`config.mk`:
```
export PLATFORM = sky130hd
export DESIGN_NAME = phy_basic_mode_control
export DESIGN_NICKNAME = d
export VERILOG_FILES = /design/src/include/phy_bmc_pkg.sv /design/src/logic/phy_basic_mode_control.sv
export VERILOG_INCLUDE_DIRS = /design/src /design/src/include
export SDC_FILE = /design/constraint.sdc
export NUM_CORES = 1
export LEC_CHECK = 0
export ABC_CLOCK_PERIOD_IN_PS = 7300
export BUFFER_PORTS_ARGS = -buffer_cell sky130_fd_sc_hd__buf_2
export CORE_ASPECT_RATIO = 0.9
export CORE_MARGIN = 2
export CORE_UTILIZATION = 55
export CTS_CLUSTER_SIZE = 20
export DETAILED_ROUTE_END_ITERATION = 6
export PLACE_DENSITY = 0.84
export SYNTH_ARGS = -nofsm -noshare
export SYNTH_HDL_FRONTEND = slang
export SYNTH_SLANG_ARGS = --single-unit
```
`constraint.sdc`:
```
create_clock -name clk -period 7.3 [get_ports clk]
set_clock_uncertainty 0.2 [all_clocks]
set_input_delay 0.365 -clock clk [delete_from_list [all_inputs] [get_ports clk]]
set_output_delay 0.365 -clock clk [all_outputs]
set_load 0.01 [all_outputs]
```
`src/include/phy_bmc_regs.svh`:
```
`ifndef PHY_BMC_REGS_SVH
`define PHY_BMC_REGS_SVH

`define BMC_ADDR_W        5
`define BMC_DATA_W        16
`define BMC_ADDR          5'h00
`define BMC_READ_IDLE     16'h0000
`define BMC_WRITE_MASK    16'hffa0

`define BMC_BIT_RESET     15
`define BMC_BIT_LOOPBACK  14
`define BMC_BIT_SPEED     13
`define BMC_BIT_AN_EN     12
`define BMC_BIT_PDOWN     11
`define BMC_BIT_ISOLATE   10
`define BMC_BIT_RESTART   9
`define BMC_BIT_DUPLEX    8
`define BMC_BIT_COLTEST   7
`define BMC_BIT_UNIDIR    5

`define PIN_COUNT         6
`define PIN_SPEED         0
`define PIN_AUTONEG       1
`define PIN_DUPLEX        2
`define PIN_FIBRE         3
`define PIN_PDOWN_N       4
`define PIN_LINK          5
`define PIN_RESET         6'h10

`define BMC_CLK_NS        10
`define BMC_LB_DEAD_US    500
`define BMC_SWRST_CYCLES  16

`endif

```
`src/include/phy_bmc_pkg.sv`:
```
package phy_bmc_pkg;

    typedef struct packed {
        logic       reset;
        logic       loopback;
        logic       speed_100;
        logic       an_enable;
        logic       power_down;
        logic       isolate;
        logic       an_restart;
        logic       full_duplex;
        logic       col_test;
        logic       rsvd6;
        logic       unidir;
        logic [4:0] rsvd4_0;
    } bmc_ctrl_s;

    typedef struct packed {
        logic [3:0] txd;
        logic       tx_en;
    } mii_tx_s;

    typedef struct packed {
        logic [3:0] rxd;
        logic       rx_dv;
        logic       col;
    } mii_rx_s;

    typedef enum logic [1:0] {
        SR_HOLD = 2'b00,
        SR_LOAD = 2'b01,
        SR_RUN  = 2'b11
    } sreset_e;

endpackage

```
`src/logic/phy_basic_mode_control.sv`:
```
// Design decision made here: the strobed register port.
`timescale 1ns/1ns
`include "phy_bmc_regs.svh"
// Overview of operation
// - Reset bit starts reset, self-clears when done
// - Reset completion reloads configuration from straps
// - Loopback routes MII transmit onto receive
// - Receive data blanked during loopback dead time
// - Speed bit selects 100 or 10 manually
// - Auto-negotiation enable overrides speed and duplex bits
// - Fibre mode resets auto-negotiation enable low
// - Power-down stops transceiver, registers stay alive
// - Power-down is bit OR pin; pin sets bit
// - Isolate disconnects MII, management keeps working
// - Restart bit self-clears once negotiation starts
// - Restart ignored while auto-negotiation disabled
// - Writing restart zero leaves negotiation running
// - Duplex bit selects full or half manually
// - Collision test raises collision after transmit enable
// - Collision test drops collision after transmit enable
// - Unidirectional bit lets 100M transmit without link
// - Unidirectional bit has no effect at 10M
// - Reserved bits ignore writes, read zero
// - Speed, enable, duplex reset values from straps
// - Reset bit clears when reset ends; restart bit clears when negotiation starts
module phy_basic_mode_control #(
    parameter int SWRST_CYCLES   = `BMC_SWRST_CYCLES,
    parameter int LB_DEAD_CYCLES = (`BMC_LB_DEAD_US * 1000) / `BMC_CLK_NS
) (
    input  wire logic                   clk,
    input  wire logic                   rst,
    input  wire logic [`BMC_ADDR_W-1:0] reg_addr,
    input  wire logic [`BMC_DATA_W-1:0] reg_wdata,
    input  wire logic                   reg_wr,
    input  wire logic                   reg_rd,
    output logic      [`BMC_DATA_W-1:0] reg_rdata,
    input  wire logic                   strap_speed_100,
    input  wire logic                   strap_autoneg,
    input  wire logic                   strap_full_duplex,
    input  wire logic                   fibre_mode_enable,
    input  wire logic                   power_down_pin_n,
    input  wire logic                   link_up,
    input  wire logic                   an_started,
    input  wire logic                   an_speed_100,
    input  wire logic                   an_full_duplex,
    input  wire phy_bmc_pkg::mii_tx_s   mii_tx,
    input  wire phy_bmc_pkg::mii_rx_s   phy_rx,
    output phy_bmc_pkg::mii_rx_s        mii_rx,
    output logic                        mii_out_enable,
    output logic                        core_reset,
    output logic                        power_down,
    output logic                        an_enable,
    output logic                        an_restart,
    output logic                        speed_100,
    output logic                        full_duplex,
    output logic                        tx_allowed
);
    import phy_bmc_pkg::*;

    localparam int RCW = $clog2(SWRST_CYCLES + 1);
    localparam int DCW = $clog2(LB_DEAD_CYCLES + 1);
    localparam logic [RCW-1:0] RST_LAST = RCW'(SWRST_CYCLES - 1);
    localparam logic [DCW-1:0] DEAD_LOAD = DCW'(LB_DEAD_CYCLES);
    localparam int SR_MAX = 40;

    // Pin synchronisers: a change counts once stages two and three agree
    logic [`PIN_COUNT-1:0] pin_s1_q;
    logic [`PIN_COUNT-1:0] pin_s2_q;
    logic [`PIN_COUNT-1:0] pin_s3_q;
    logic [`PIN_COUNT-1:0] pin_q;
    logic [`PIN_COUNT-1:0] pin_raw;
    logic [`PIN_COUNT-1:0] pin_d;

    always_comb
    begin
        pin_raw = '0;
        pin_raw[`PIN_SPEED]   = strap_speed_100;
        pin_raw[`PIN_AUTONEG] = strap_autoneg;
        pin_raw[`PIN_DUPLEX]  = strap_full_duplex;
        pin_raw[`PIN_FIBRE]   = fibre_mode_enable;
        pin_raw[`PIN_PDOWN_N] = power_down_pin_n;
        pin_raw[`PIN_LINK]    = link_up;
        pin_d = (pin_s2_q & ~(pin_s2_q ^ pin_s3_q)) | (pin_q & (pin_s2_q ^ pin_s3_q));
    end

    always_ff @(posedge clk or posedge rst)
    begin
        if (rst)
        begin
            pin_s1_q <= `PIN_RESET;
            pin_s2_q <= `PIN_RESET;
            pin_s3_q <= `PIN_RESET;
            pin_q    <= `PIN_RESET;
        end
        else
        begin
            pin_s1_q <= pin_raw;
            pin_s2_q <= pin_s1_q;
            pin_s3_q <= pin_s2_q;
            pin_q    <= pin_d;
        end
    end

    logic pin_pdown;
    assign pin_pdown = ~pin_q[`PIN_PDOWN_N];

    // Control register and reset sequencer
    bmc_ctrl_s        ctrl_q;
    bmc_ctrl_s        ctrl_d;
    bmc_ctrl_s        wr_word;
    sreset_e          sr_q;
    sreset_e          sr_d;
    logic [RCW-1:0]   rcnt_q;
    logic [RCW-1:0]   rcnt_d;
    logic [`BMC_DATA_W-1:0] rdata_d;
    logic             wr_hit;

    always_comb
    begin
        ctrl_d  = ctrl_q;
        sr_d    = sr_q;
        rcnt_d  = rcnt_q;
        wr_hit  = reg_wr && (reg_addr == `BMC_ADDR);
        wr_word = bmc_ctrl_s'(reg_wdata & `BMC_WRITE_MASK);
        case (sr_q)
            SR_HOLD:
            begin
                // Writes during a reset are dropped; the straps win at the end
                rcnt_d = rcnt_q + RCW'(1);
                if (rcnt_q == RST_LAST)
                begin
                    sr_d = SR_LOAD;
                end
            end
            SR_LOAD:
            begin
                ctrl_d = '0;
                ctrl_d.speed_100   = pin_q[`PIN_SPEED];
                ctrl_d.full_duplex = pin_q[`PIN_DUPLEX];
                ctrl_d.an_enable   = pin_q[`PIN_AUTONEG] & ~pin_q[`PIN_FIBRE];
                sr_d = SR_RUN;
            end
            SR_RUN:
            begin
                if (wr_hit)
                begin
                    // Whole word applied; a zero in restart keeps a pending one
                    ctrl_d = wr_word;
                    ctrl_d.an_restart = ctrl_q.an_restart | wr_word.an_restart;
                    if (wr_word.reset)
                    begin
                        sr_d   = SR_HOLD;
                        rcnt_d = '0;
                    end
                end
                else if (an_started)
                begin
                    ctrl_d.an_restart = 1'b0;
                end
            end
            default:
            begin
                sr_d = SR_HOLD;
            end
        endcase
        ctrl_d.an_restart = ctrl_d.an_restart & ctrl_d.an_enable;
        ctrl_d.reset      = (sr_d != SR_RUN);
        ctrl_d.power_down = ctrl_d.power_down | pin_pdown;
        ctrl_d.rsvd6      = 1'b0;
        ctrl_d.rsvd4_0    = '0;
        // No latched or clear-on-read fields here, so a read has no side effect
        rdata_d = `BMC_READ_IDLE;
        if (reg_rd && (reg_addr == `BMC_ADDR))
        begin
            rdata_d = ctrl_q;
        end
    end

    always_ff @(posedge clk or posedge rst)
    begin
        if (rst)
        begin
            ctrl_q       <= '0;
            ctrl_q.reset <= 1'b1;
            sr_q         <= SR_HOLD;
            rcnt_q       <= '0;
            reg_rdata    <= `BMC_READ_IDLE;
        end
        else
        begin
            ctrl_q    <= ctrl_d;
            sr_q      <= sr_d;
            rcnt_q    <= rcnt_d;
            reg_rdata <= rdata_d;
        end
    end

    // Datapath: loopback, collision test, isolate, power-down
    logic [DCW-1:0] dead_q;
    logic [DCW-1:0] dead_d;
    logic           lb_prev_q;
    logic           lb_fresh;
    mii_rx_s        rx_d;
    mii_rx_s        rx_src;
    logic           oe_d;
    logic           pd_eff;
    logic           blank;
    logic           spd_d;
    logic           dpx_d;
    logic           txa_d;

    always_comb
    begin
        pd_eff = ctrl_q.power_down | pin_pdown;
        // Counter loads a cycle late, so the rising cycle is blanked on its own
        lb_fresh = ctrl_q.loopback && !lb_prev_q;
        dead_d = dead_q;
        if (lb_fresh)
        begin
            dead_d = DEAD_LOAD;
        end
        else if (dead_q != '0)
        begin
            dead_d = dead_q - DCW'(1);
        end
        rx_src = phy_rx;
        if (ctrl_q.loopback)
        begin
            rx_src.rxd   = mii_tx.txd;
            rx_src.rx_dv = mii_tx.tx_en;
            rx_src.col   = 1'b0;
        end
        if ((dead_q != '0) || lb_fresh)
        begin
            // Descrambler may be out of lock; nothing valid leaves meanwhile
            rx_src.rxd   = '0;
            rx_src.rx_dv = 1'b0;
        end
        if (ctrl_q.col_test)
        begin
            rx_src.col = mii_tx.tx_en;
        end
        blank = ctrl_q.isolate | pd_eff | ctrl_q.reset;
        rx_d  = blank ? '0 : rx_src;
        oe_d  = ~ctrl_q.isolate & ~pd_eff;
        spd_d = ctrl_q.an_enable ? an_speed_100 : ctrl_q.speed_100;
        dpx_d = ctrl_q.an_enable ? an_full_duplex : ctrl_q.full_duplex;
        txa_d = ~blank & (~spd_d | ctrl_q.unidir | pin_q[`PIN_LINK]);
    end

    always_ff @(posedge clk or posedge rst)
    begin
        if (rst)
        begin
            dead_q         <= '0;
            lb_prev_q      <= 1'b0;
            mii_rx         <= '0;
            mii_out_enable <= 1'b0;
            core_reset     <= 1'b1;
            power_down     <= 1'b0;
            an_enable      <= 1'b0;
            an_restart     <= 1'b0;
            speed_100      <= 1'b0;
            full_duplex    <= 1'b0;
            tx_allowed     <= 1'b0;
        end
        else
        begin
            dead_q         <= dead_d;
            lb_prev_q      <= ctrl_q.loopback;
            mii_rx         <= rx_d;
            mii_out_enable <= oe_d;
            core_reset     <= ctrl_q.reset;
            power_down     <= pd_eff;
            an_enable      <= ctrl_q.an_enable;
            an_restart     <= ctrl_q.an_restart;
            speed_100      <= spd_d;
            full_duplex    <= dpx_d;
            tx_allowed     <= txa_d;
        end
    end

    reset_selfclear_a: assert property (@(posedge clk) disable iff (rst)
        (sr_q == SR_HOLD) |-> ##[1:SR_MAX] (sr_q == SR_RUN) && !ctrl_q.reset)
        else $error("software reset did not finish");

    strap_reload_a: assert property (@(posedge clk) disable iff (rst)
        (sr_q == SR_LOAD) |=> (ctrl_q.speed_100 == $past(pin_q[`PIN_SPEED]))
            && (ctrl_q.full_duplex == $past(pin_q[`PIN_DUPLEX])) && !ctrl_q.loopback)
        else $error("straps not reloaded");

    fibre_an_off_a: assert property (@(posedge clk) disable iff (rst)
        (sr_q == SR_LOAD) |=> (ctrl_q.an_enable == ($past(pin_q[`PIN_AUTONEG]) && !$past(pin_q[`PIN_FIBRE]))))
        else $error("auto-negotiation enable reload wrong");

    loop_route_a: assert property (@(posedge clk) disable iff (rst)
        ctrl_q.loopback && !lb_fresh && !blank && (dead_q == '0) |=> (mii_rx.rxd == $past(mii_tx.txd))
            && (mii_rx.rx_dv == $past(mii_tx.tx_en)))
        else $error("loopback data not routed");

    dead_time_a: assert property (@(posedge clk) disable iff (rst)
        $rose(ctrl_q.loopback) |=> !mii_rx.rx_dv [*8])
        else $error("receive valid during dead time");

    col_raise_a: assert property (@(posedge clk) disable iff (rst)
        ctrl_q.col_test && mii_tx.tx_en && !blank |=> mii_rx.col)
        else $error("collision test did not raise collision");

    col_drop_a: assert property (@(posedge clk) disable iff (rst)
        ctrl_q.col_test && !mii_tx.tx_en |=> !mii_rx.col)
        else $error("collision test did not drop collision");

    pin_sets_pd_a: assert property (@(posedge clk) disable iff (rst)
        pin_pdown |=> ctrl_q.power_down ##1 power_down)
        else $error("power-down pin not honoured");

    restart_gate_a: assert property (@(posedge clk) disable iff (rst)
        !ctrl_q.an_enable |-> !ctrl_q.an_restart)
        else $error("restart held while auto-negotiation off");

    restart_clear_a: assert property (@(posedge clk) disable iff (rst)
        ctrl_q.an_restart && an_started && !wr_hit && (sr_q == SR_RUN) |=> !ctrl_q.an_restart)
        else $error("restart did not self-clear");

    manual_speed_a: assert property (@(posedge clk) disable iff (rst)
        !ctrl_q.an_enable |=> (speed_100 == $past(ctrl_q.speed_100)) && (full_duplex == $past(ctrl_q.full_duplex)))
        else $error("manual speed or duplex not applied");

    reserved_zero_a: assert property (@(posedge clk) disable iff (rst)
        reg_rd |=> !reg_rdata[6] && (reg_rdata[4:0] == 5'h00))
        else $error("reserved bits read non-zero");

    unidir_gate_a: assert property (@(posedge clk) disable iff (rst)
        tx_allowed && speed_100 |-> $past(ctrl_q.unidir) || $past(pin_q[`PIN_LINK]))
        else $error("100M transmit allowed without link");

    isolate_blank_a: assert property (@(posedge clk) disable iff (rst)
        ctrl_q.isolate |=> !mii_out_enable && (mii_rx == '0))
        else $error("isolate did not disconnect the MII");

    pdown_blank_a: assert property (@(posedge clk) disable iff (rst)
        pd_eff |=> power_down && !mii_out_enable && (mii_rx == '0))
        else $error("power-down did not stop the MII");

    an_override_a: assert property (@(posedge clk) disable iff (rst)
        ctrl_q.an_enable |=> (speed_100 == $past(an_speed_100)) && (full_duplex == $past(an_full_duplex)))
        else $error("negotiated speed or duplex not applied");

endmodule

```
==> impl_metrics.csv, run 1 <==
group,metric,value,unit
synthesis,yosysWarnings,0,
power,p_leak,1.839,nW
worst_hold_path,worstHoldStart,"an_full_duplex",
synthesis,synth_edf_count,0,
run,cap_violations,0,
cts,cts_tree,"done",
placed_design,port_buffers,62,
power,powerDensity,307.7,mW/mm²
synthesis,syn-cell-area,0.003402,mm²
synthesis,synth_cell_types,57,
global_routing,grt_pass1_vias,2369,
cts,clock_sinks,82,
layout,drive_above_1_share,27.82,%
placed_design,place.gp.congestion,0.8594,
setup_path,startpoint_type,"register",
detailed_routing,dr.first_iter.drc_count,198,
global_routing,gr-total-overflow,0,
global_routing,use_met1,26.53,%
die,die_w,86.90,µm
synthesis,synth_top_area_share,55.90,%
global_routing,grt_util_met2,34.05,%
cts,cts-root-buf,"clkbuf_8",
timing,setup_viol,0,
setup_path,cp-startpoint,"dead_q[0]$_DFFE_PP0P_",
setup_path,r2r_setup_slack,5.04,ns
die,initial_utilization,56.26,%
die,die_area,0.006831,mm²
synthesis,avgSynthCellArea,11.90,µm²
detailed_routing,via_count,2437,
timing,period_needed,2.263,ns
timing,finalSetupTns,0,ns
layout,syn_to_final_growth,17.14,%
die,io_pins,75,
setup_path,cpMaxStageDelayCell,"or4_4",
cts,htree_levels,3,
global_routing,grt_pass1_wl,10.94,mm
synthesis,async_flop_share,100.0,%
run_status,status,"finished clean",
die,fp.coreArea,0.006047,mm²
timing,clock.fmax,0.4419,GHz
synthesis,ys_seq_elements,82,
layout,final_common_cell,"dfrtp_1",
synthesis,synth_cells,286,
global_routing,antenna_found_initial,0,
detailed_routing,wl,6.634,mm
setup_path,crit_path_max_incr_delay,0.60,ns
setup_path,crit_path_cell_trace,"inv_1 > ha_1 > nor2b_1 > nand4_1 > or4_4 > nor2_1",
setup_path,worstPathMaxFanout,5,
layout,antennaDiodeCount,0,
detailed_routing,ant_nets,0,
layout,fin_nets,407,
timing,drv_slew,0,
worst_hold_path,hp-class,"in2reg",
setup_path,crit_required,7.38,ns
global_routing,grt-busiest-layer,"met2",
timing,tightest_slew,0.9800,ns
setup_path,timing.rr.start,"dead_q[0]$_DFFE_PP0P_",
setup_path,crit_family,"simple AND/OR/NAND/NOR gates",
cts,clk_latency,0.35,ns
die,fp.dieH,78.61,µm
cts,clk_pin_slew_worst_paths,0.09,ns
die,rows,27,
timing,hold_viol,0,
synthesis,synth_flop_cell,"dfrtp_1",
detailed_routing,avgRoutedWirePerCell,15.25,µm
cts,clockBufferDepth,2,
detailed_routing,drc_errors,0,
global_routing,grt_use_total,21.00,%
timing,rsz0062_at_grt,"no",
synthesis,yosysTopAreaCell,"dfrtp_1",
global_routing,grt_use_met3,6.414,%
detailed_routing,viasPerCell,5.602,
synthesis,seq_area_frac_synth,60.54,%
setup_path,cp.arrival,2.34,ns
cts,cts_buffers,9,
synthesis,synth.area.top_cells,"dfrtp_1 (56%), dfstp_2 (4.6%), mux2i_1 (2.9%)",
detailed_routing,first_pass_iters,4,
placed_design,pre_cts_slack,5.140,ns
setup_path,end_kind,"register",
layout,layout_common_cells,"dfrtp_1 (76), buf_2 (62), nor2_1 (21), nand2_1 (17), and2_1 (13)",
setup_path,crit_buf_inv,1,
timing,worst_slack,5.037,ns
global_routing,grt_max_degree,83,
timing,slew_headroom,34.66,%
cts,cts_resized,0,
power,ir_worst_vdd,0.0001836,V
setup_path,critical_path_class,"reg2reg",
placed_design,dp_hpwl,4.580,mm
timing,fin_crit_sh,31.00,%
## cells by family (layout without fill, tap and decap cells)
group	after synthesis	count (layout)	share of synthesized area, %
buffers and inverters	22	94	3.383
DFF	82	82	60.54
xor gates and xnor gates	1	1	0.2575
AOI/OAI and AO/OA	52	52	10.56
and+or+nand+nor	106	106	18.32
adders and majority gates	10	10	3.237
other	1	6	0.1102
muxes	12	12	3.604
## state kept, by name, summed over array words and instances, names as in the netlist, named ones only
register	cells
pin_s1_q	6
pin_s3_q	6
dead_q	16
an_enable	1
reg_rdata	10
mii_out_enable	1
sr_q	2
tx_allowed	1
full_duplex	1
speed_100	1
rcnt_q	5
ctrl_q	10
power_down	1
core_reset	1
lb_prev_q	1
pin_s2_q	6
an_restart	1
mii_rx	6
## power breakdown
part,switching (mW),total (mW),leakage [nW],internal (mW)
registers,0.106,0.645,0.998,0.540
clock network,0.168,0.292,0.0783,0.125
logic,0.153,0.288,0.763,0.136
total,0.426,1.23,1.84,0.800
## metrics by stage
stage                     cell area (µm²)  hold WS [ns]  utilization, %  total power, mW  std cells
after floorplan                      3421        0.1312               -           0.8541        291
after global placement               3749        0.1327           61.99           0.9175        413
after detailed placement             3749        0.1364           61.99           0.9368        413
after CTS                            3985       0.03345           65.90            1.234        435
after global routing                 3985       0.02775           65.90            1.301        435
final                                3985       0.04713           65.90            1.226        435
## path summary, 6_finish.rpt
kind,end,depth (start not counted)
worst max-delay path,mii_rx[5]$_DFF_PP0_,6
max in group asynchronous,pin_s1_q[0]$_DFF_PP0_,3
min in group asynchronous,mii_rx[3]$_DFF_PP0_,3
worst min register to register,pin_s2_q[2]$_DFF_PP0_,0
worst max register to register,mii_rx[5]$_DFF_PP0_,6
worst min-delay path,full_duplex$_DFF_PP0_,2
## per-layer routing
layer  part of all wire [%]  routed length [µm]  vias to the layer above
li1                       -                   -                     1151
met1                     43                2856                     1201
met2                     50                3303                       74
met3                    5.7                 379                       11
met4                    1.4                  95                        0
met5                      0                   0                        -
## cells in the mapped netlist, types with 5 or more instances
library cell  instances
inv_1                 9
nor3_1                8
buf_4                 6
mux2i_1              10
maj3_1                6
a21oi_1              12
nand2_1              17
nand3_1               5
dfstp_2               6
nand2b_1              6
dfrtp_1              76
o21ai_0               8
and2_1               13
a22oi_1               6
or3_1                 5
nor2_1               21
## layout make-up
class / count / area [µm²]
Fill cell: 458 / 2062
Multi-Input combinational cell: 187 / 1246
Clock inverter: 7 / 52.55
Tap cell: 72 / 90.09
Timing Repair Buffer: 69 / 377.9
Inverter: 9 / 35.03
Clock buffer: 9 / 123.9
Sequential cell: 82 / 2059
## worst register-to-register path, delay by kind of cell, from the launching register on
family                   cells  cell delay, ns
adder cells (fa/ha/maj)      1            0.17
buffers and inverters        1            0.11
flip-flops                   1            0.44
AND/OR/NAND/NOR              4            1.27
## timing repair
action,in CTS,in global routing
hold buffers,6,0
setup buffers,0,0
endpoints found under the hold margin,6,0
No activity file was read; power rests on OpenSTA's default activity.
==> run 2: changes to the inputs <==
- ABC_CLOCK_PERIOD_IN_PS: 7300 -> 2400
- CORE_UTILIZATION: 55 -> 54
- PLACE_DENSITY: 0.84 -> 0.82
- clock period: 7.3 -> 2.4 ns (I/O delays scaled with it)
==> run 2 against run 1 <==
  * Clock power rose to 3.6 times the previous value
  * Register-to-register slack got worse by 5.0 ns
  * Worst hold slack got worse by 0.015 ns
  * Critical path type unchanged
  * Sequential power rose to 3.0 times the previous value
  * Highest routed layer unchanged
==> impl_metrics.csv, run 2 (synthesis gave the netlist of run 1 again) <==
group,metric,value,unit
run_status,status,"finished clean",
power,powerDensity,924.3,mW/mm²
worst_hold_path,hp-class,"in2reg",
die,die_area,0.006952,mm²
layout,layout_common_cells,"dfrtp_1 (76), buf_2 (62), dlygate4sd3_1 (33), nor2_1 (21), nand2_1 (17)",
setup_path,crit_required,2.44,ns
setup_path,crit_path_cell_trace,"and4bb_2 > and2_2 > a32o_1 > a2bb2oi_1 > dlygate4sd3_1",
setup_path,timing.rr.start,"sr_q[0]$_DFF_PP0_",
global_routing,grt_pass1_vias,2598,
global_routing,grt-busiest-layer,"met2",
power,p_leak,1.990,nW
detailed_routing,via_count,2594,
detailed_routing,wl,7.371,mm
detailed_routing,avgRoutedWirePerCell,15.39,µm
setup_path,worstPathMaxFanout,8,
setup_path,crit_path_max_incr_delay,0.57,ns
cts,htree_levels,3,
global_routing,grt_pass1_wl,12.01,mm
die,die_w,87.67,µm
worst_hold_path,holdPathStages,5,
setup_path,r2r_setup_slack,0.06,ns
cts,cts-root-buf,"clkbuf_8",
detailed_routing,drc_errors,0,
placed_design,port_buffers,62,
timing,slew_headroom,53.52,%
setup_path,worstRegToRegCells,5,
timing,setup_viol,0,
die,initial_utilization,55.64,%
cts,clk_pin_slew_worst_paths,0.08,ns
setup_path,cp.arrival,2.38,ns
timing,finalSetupTns,0,ns
detailed_routing,first_pass_iters,7,
layout,fill_cells,427,
cts,cts_buffers,9,
setup_path,rr_endpoint,"ctrl_q[9]$_DFF_PP0_",
die,fp.coreArea,0.006115,mm²
detailed_routing,ant_nets,0,
cts,clockBufferDepth,2,
timing,period_needed,2.343,ns
layout,syn_to_final_growth,27.55,%
cts,cts_tree,"done",
timing,fin_crit_sh,97.62,%
cts,clock_sinks,82,
global_routing,use_met1,29.73,%
timing,rsz0062_at_grt,"no",
layout,drive_above_1_share,26.53,%
timing,hold_viol,0,
setup_path,startpoint_type,"register",
run,cap_violations,0,
global_routing,grt_util_met2,37.12,%
global_routing,antenna_found_initial,0,
placed_design,place.gp.congestion,0.8875,
die,rows,27,
layout,final_common_cell,"dfrtp_1",
placed_design,dp_hpwl,4.814,mm
setup_path,cpMaxStageDelayCell,"dlygate4sd3_1",
layout,fin_area,0.004339,mm²
timing,tightest_slew,0.6958,ns
setup_path,end_kind,"register",
layout,fin_nets,436,
worst_hold_path,worstHoldStart,"reg_addr[4]",
layout,regMostFlops,"dead_q",
global_routing,grt_max_degree,39,
global_routing,grt_use_met3,6.549,%
layout,top_regs,"dead_q x16, ctrl_q x10, reg_rdata x10",
power,ir_worst_vdd,0.0005341,V
worst_hold_path,hold_end,"rcnt_q[3]$_DFFE_PP0P_",
setup_path,critical_path_class,"reg2reg",
die,io_pins,75,
global_routing,gr-total-overflow,0,
layout,largest_register_ffs,16,
detailed_routing,dr.first_iter.drc_count,214,
die,fp.dieH,79.30,µm
layout,antennaDiodeCount,0,
global_routing,grt_use_total,23.03,%
timing,clock.fmax,0.4268,GHz
placed_design,placed_area,0.003797,mm²
detailed_routing,viasPerCell,5.415,
cts,clk_latency,0.36,ns
timing,drv_slew,0,
[run 2: per-stage QoR]
stage | power, mW | hold WS (ns) | worst slack (ns) | instances | util [%]
floorplan | 2.598 | -0.07552 | 0.3972 | 291 | -
global placement | 2.815 | -0.02980 | 0.3171 | 430 | 62.10
detailed placement | 2.875 | -0.02518 | 0.2324 | 430 | 62.10
CTS | 4.001 | 0.01789 | 0.1318 | 479 | 70.94
global route | 4.243 | 0.09844 | 0.03015 | 479 | 70.96
finish | 4.011 | 0.03188 | 0.05712 | 479 | 70.96
[run 2: how the worst max path moves through the flow]
stage                               start               endpoint
floorplan           dead_q[0]$_DFFE_PP0P_  dead_q[3]$_DFFE_PP0P_
global placement    dead_q[0]$_DFFE_PP0P_  dead_q[3]$_DFFE_PP0P_
detailed placement  dead_q[0]$_DFFE_PP0P_  dead_q[3]$_DFFE_PP0P_
CTS                     sr_q[0]$_DFF_PP0_    ctrl_q[9]$_DFF_PP0_
global route            sr_q[0]$_DFF_PP0_    ctrl_q[9]$_DFF_PP0_
finish                  sr_q[0]$_DFF_PP0_    ctrl_q[9]$_DFF_PP0_
[run 2: worst max-delay path, delay by kind of cell, from the launching register on]
family	cells	cell delay, ns
AO/OA/AOI/OAI	2	0.44
buffers and inverters	1	0.57
flip-flops	1	0.48
AND/OR/NAND/NOR	2	0.55
[run 2: final cells by class]
type                            instances  area (µm²)  area share (%)
Sequential cell                        82        2059           47.46
Multi-Input combinational cell        187        1247           28.75
Timing Repair Buffer                   98       675.6           15.57
Clock buffer                           10       137.6           3.172
Tap cell                               87       108.9           2.509
Clock inverter                          6       72.57           1.672
Inverter                                9       37.54          0.8651
[run 2: power by group]
group | total [mW] | internal [mW] | switching, mW
logic | 1.04 | 0.500 | 0.538
clock network | 1.04 | 0.522 | 0.516
registers | 1.93 | 1.64 | 0.292
[run 2: per-layer routing]
metal  share of wire [%]  wire length, µm  up-vias
met5                   0                0        -
met4                 1.6              120        0
met3                 5.9              438       14
met2                  49             3648      111
met1                  43             3164     1257
li1                    -                -     1212
[run 2: repair_timing]
action	4_1_cts	5_1_grt
hold buffers	33	0
setup endpoints to repair	0	1
endpoints found under the hold margin	86	0
resized for setup	0	1
setup buffers	0	0
==> run 3: changes to the inputs <==
- CORE_UTILIZATION: 54 -> 50
- PLACE_DENSITY: 0.82 -> 0.77
==> run 3 against run 2 <==
  * First-iteration DRC count shrank 23%
  * Largest cell class unchanged
  * Maximum frequency grew 0.29%
  * Highest routed layer unchanged
  * Flip-flop and latch count is the same
  * Worst hold slack gained 0.026 ns
==> impl_metrics.csv, run 3 (synthesis gave the netlist of run 1 again) <==
group,metric,value,unit
power,ir_worst_vdd,0.0005545,V
placed_design,dp_hpwl,4.613,mm
timing,period_needed,2.336,ns
layout,fill_cells,515,
timing,tightest_slew,0.6343,ns
power,p_leak,1.977,nW
die,die_w,90.95,µm
detailed_routing,avgRoutedWirePerCell,14.89,µm
setup_path,rr_endpoint,"ctrl_q[9]$_DFF_PP0_",
placed_design,port_buffers,62,
cts,htree_levels,3,
detailed_routing,ant_nets,0,
global_routing,antenna_found_initial,0,
layout,fin_nets,435,
layout,fin_cells,481,
detailed_routing,dr.first_iter.drc_count,165,
setup_path,crit_required,2.44,ns
die,fp.dieH,82.26,µm
layout,top_regs,"dead_q x16, ctrl_q x10, reg_rdata x10",
timing,worst_slack,0.06395,ns
detailed_routing,drc_errors,0,
global_routing,grt_use_total,20.64,%
detailed_routing,first_pass_iters,4,
setup_path,end_kind,"register",
setup_path,crit_path_max_incr_delay,0.57,ns
setup_path,worstRegToRegCells,5,
cts,clk_latency,0.36,ns
die,initial_utilization,51.65,%
detailed_routing,viasPerCell,5.249,
die,fp.coreArea,0.006586,mm²
power,powerDensity,915.5,mW/mm²
setup_path,startpoint_type,"register",
global_routing,grt_max_degree,69,
layout,largest_register_ffs,16,
run,cap_violations,0,
layout,finish.utilization,65.71,%
timing,fin_crit_sh,97.34,%
layout,layout_common_cells,"dfrtp_1 (76), buf_2 (62), dlygate4sd3_1 (33), nor2_1 (21), nand2_1 (17)",
die,io_pins,75,
setup_path,timing.rr.start,"sr_q[0]$_DFF_PP0_",
global_routing,grt_pass1_wl,11.70,mm
timing,clock.fmax,0.4281,GHz
setup_path,cp.arrival,2.37,ns
run_status,status,"finished clean",
timing,rsz0062_at_grt,"no",
layout,drive_above_1_share,25.83,%
placed_design,place.gp.congestion,0.8540,
cts,cts-root-buf,"clkbuf_8",
timing,drv_slew,0,
layout,antennaDiodeCount,0,
cts,clock_sinks,82,
cts,cts_buffers,9,
cts,cts_tree,"done",
timing,finalSetupTns,0,ns
cts,clk_pin_slew_worst_paths,0.08,ns
timing,hold_viol,0,
die,die_area,0.007481,mm²
timing,setup_viol,0,
global_routing,grt_pass1_vias,2462,
die,rows,28,
placed_design,dpl.cell_count,432,
layout,regMostFlops,"dead_q",
placed_design,pre_cts_slack,0.2575,ns
global_routing,gr-total-overflow,0,
setup_path,critical_path_class,"reg2reg",
cts,clockBufferDepth,2,
setup_path,crit_path_cell_trace,"and4bb_2 > and2_1 > a32o_1 > a2bb2oi_1 > dlygate4sd3_1",
setup_path,r2r_setup_slack,0.06,ns
cts,cts_setup_buffers,0,
setup_path,crit_end,"ctrl_q[9]$_DFF_PP0_",
setup_path,cpMaxStageDelayCell,"dlygate4sd3_1",
detailed_routing,wl,7.161,mm
worst_hold_path,hp-class,"in2reg",
detailed_routing,via_count,2525,
setup_path,cp-startpoint,"sr_q[0]$_DFF_PP0_",
timing,hold_slack,0.05791,ns
setup_path,worstPathMaxFanout,8,
layout,final_common_cell,"dfrtp_1",
timing,slew_headroom,57.62,%
layout,syn_to_final_growth,27.22,%
-- run 3: cell count changes in the layout (fill, tap and decap cells not counted) --
cell,change
clkinvlp_4,+1
and2_1,+1
and2_2,-1
inv_6,-2
clkbuf_1,+1
buf_4,-1
-- run 3: routing by layer --
layer,share of wire [%],track usage (%)
met2,48,33.11
met5,0,0
met4,1.9,8.333
met1,45,26.88
met3,4.7,6.080
-- run 3: timing repair --
item                      in CTS  in global routing
hold buffers                  33                  0
hold endpoints to repair     106                  0
resized for setup              0                  0
-- run 3: layout make-up --
type	count	area [µm²]	share of cell area, %
multi-input combinational	187	1246	28.79
timing repair buffer	97	668.1	15.44
clock inverter	5	62.56	1.446
tap	90	112.6	2.602
clock buffer	11	141.4	3.267
sequential	82	2059	47.59
inverter	9	37.54	0.8673
-- run 3: how the worst min path moves through the flow --
stage | startpoint | endpoint | slack [ns] | depth (start not counted)
floorplan | power_down_pin_n | pin_s1_q[4]$_DFF_PP1_ | -0.08 | 0
global placement | rst | reg_rdata[12]$_DFF_PP0_ | -0.09 | 2
detailed placement | rst | reg_rdata[12]$_DFF_PP0_ | -0.08 | 2
CTS | reg_addr[4] | ctrl_q[13]$_DFFE_PP0P_ | 0.03 | 5
global route | rst | an_enable$_DFF_PP0_ | 0.09 | 3
finish | reg_addr[4] | ctrl_q[13]$_DFFE_PP0P_ | 0.06 | 5
-- run 3: critical path: cells and delay by family (launching register included) --
| kind | cells | cell delay [ns] |
|---|---|---|
| buf+inv | 1 | 0.57 |
| simple gates | 2 | 0.55 |
| flops | 1 | 0.47 |
| compound gates | 2 | 0.43 |
-- run 3: power by group --
part | switching, mW | internal [mW]
clock network | 0.496 | 0.514
logic | 0.517 | 0.499
registers | 0.293 | 1.64
-- run 3: per-stage QoR --
stage	instance area (µm²)	power, mW
after floorplan	3425	2.598
after global placement	3794	2.822
after detailed placement	3794	2.865
after CTS	4328	3.966
after global routing	4328	4.209
final	4328	3.962
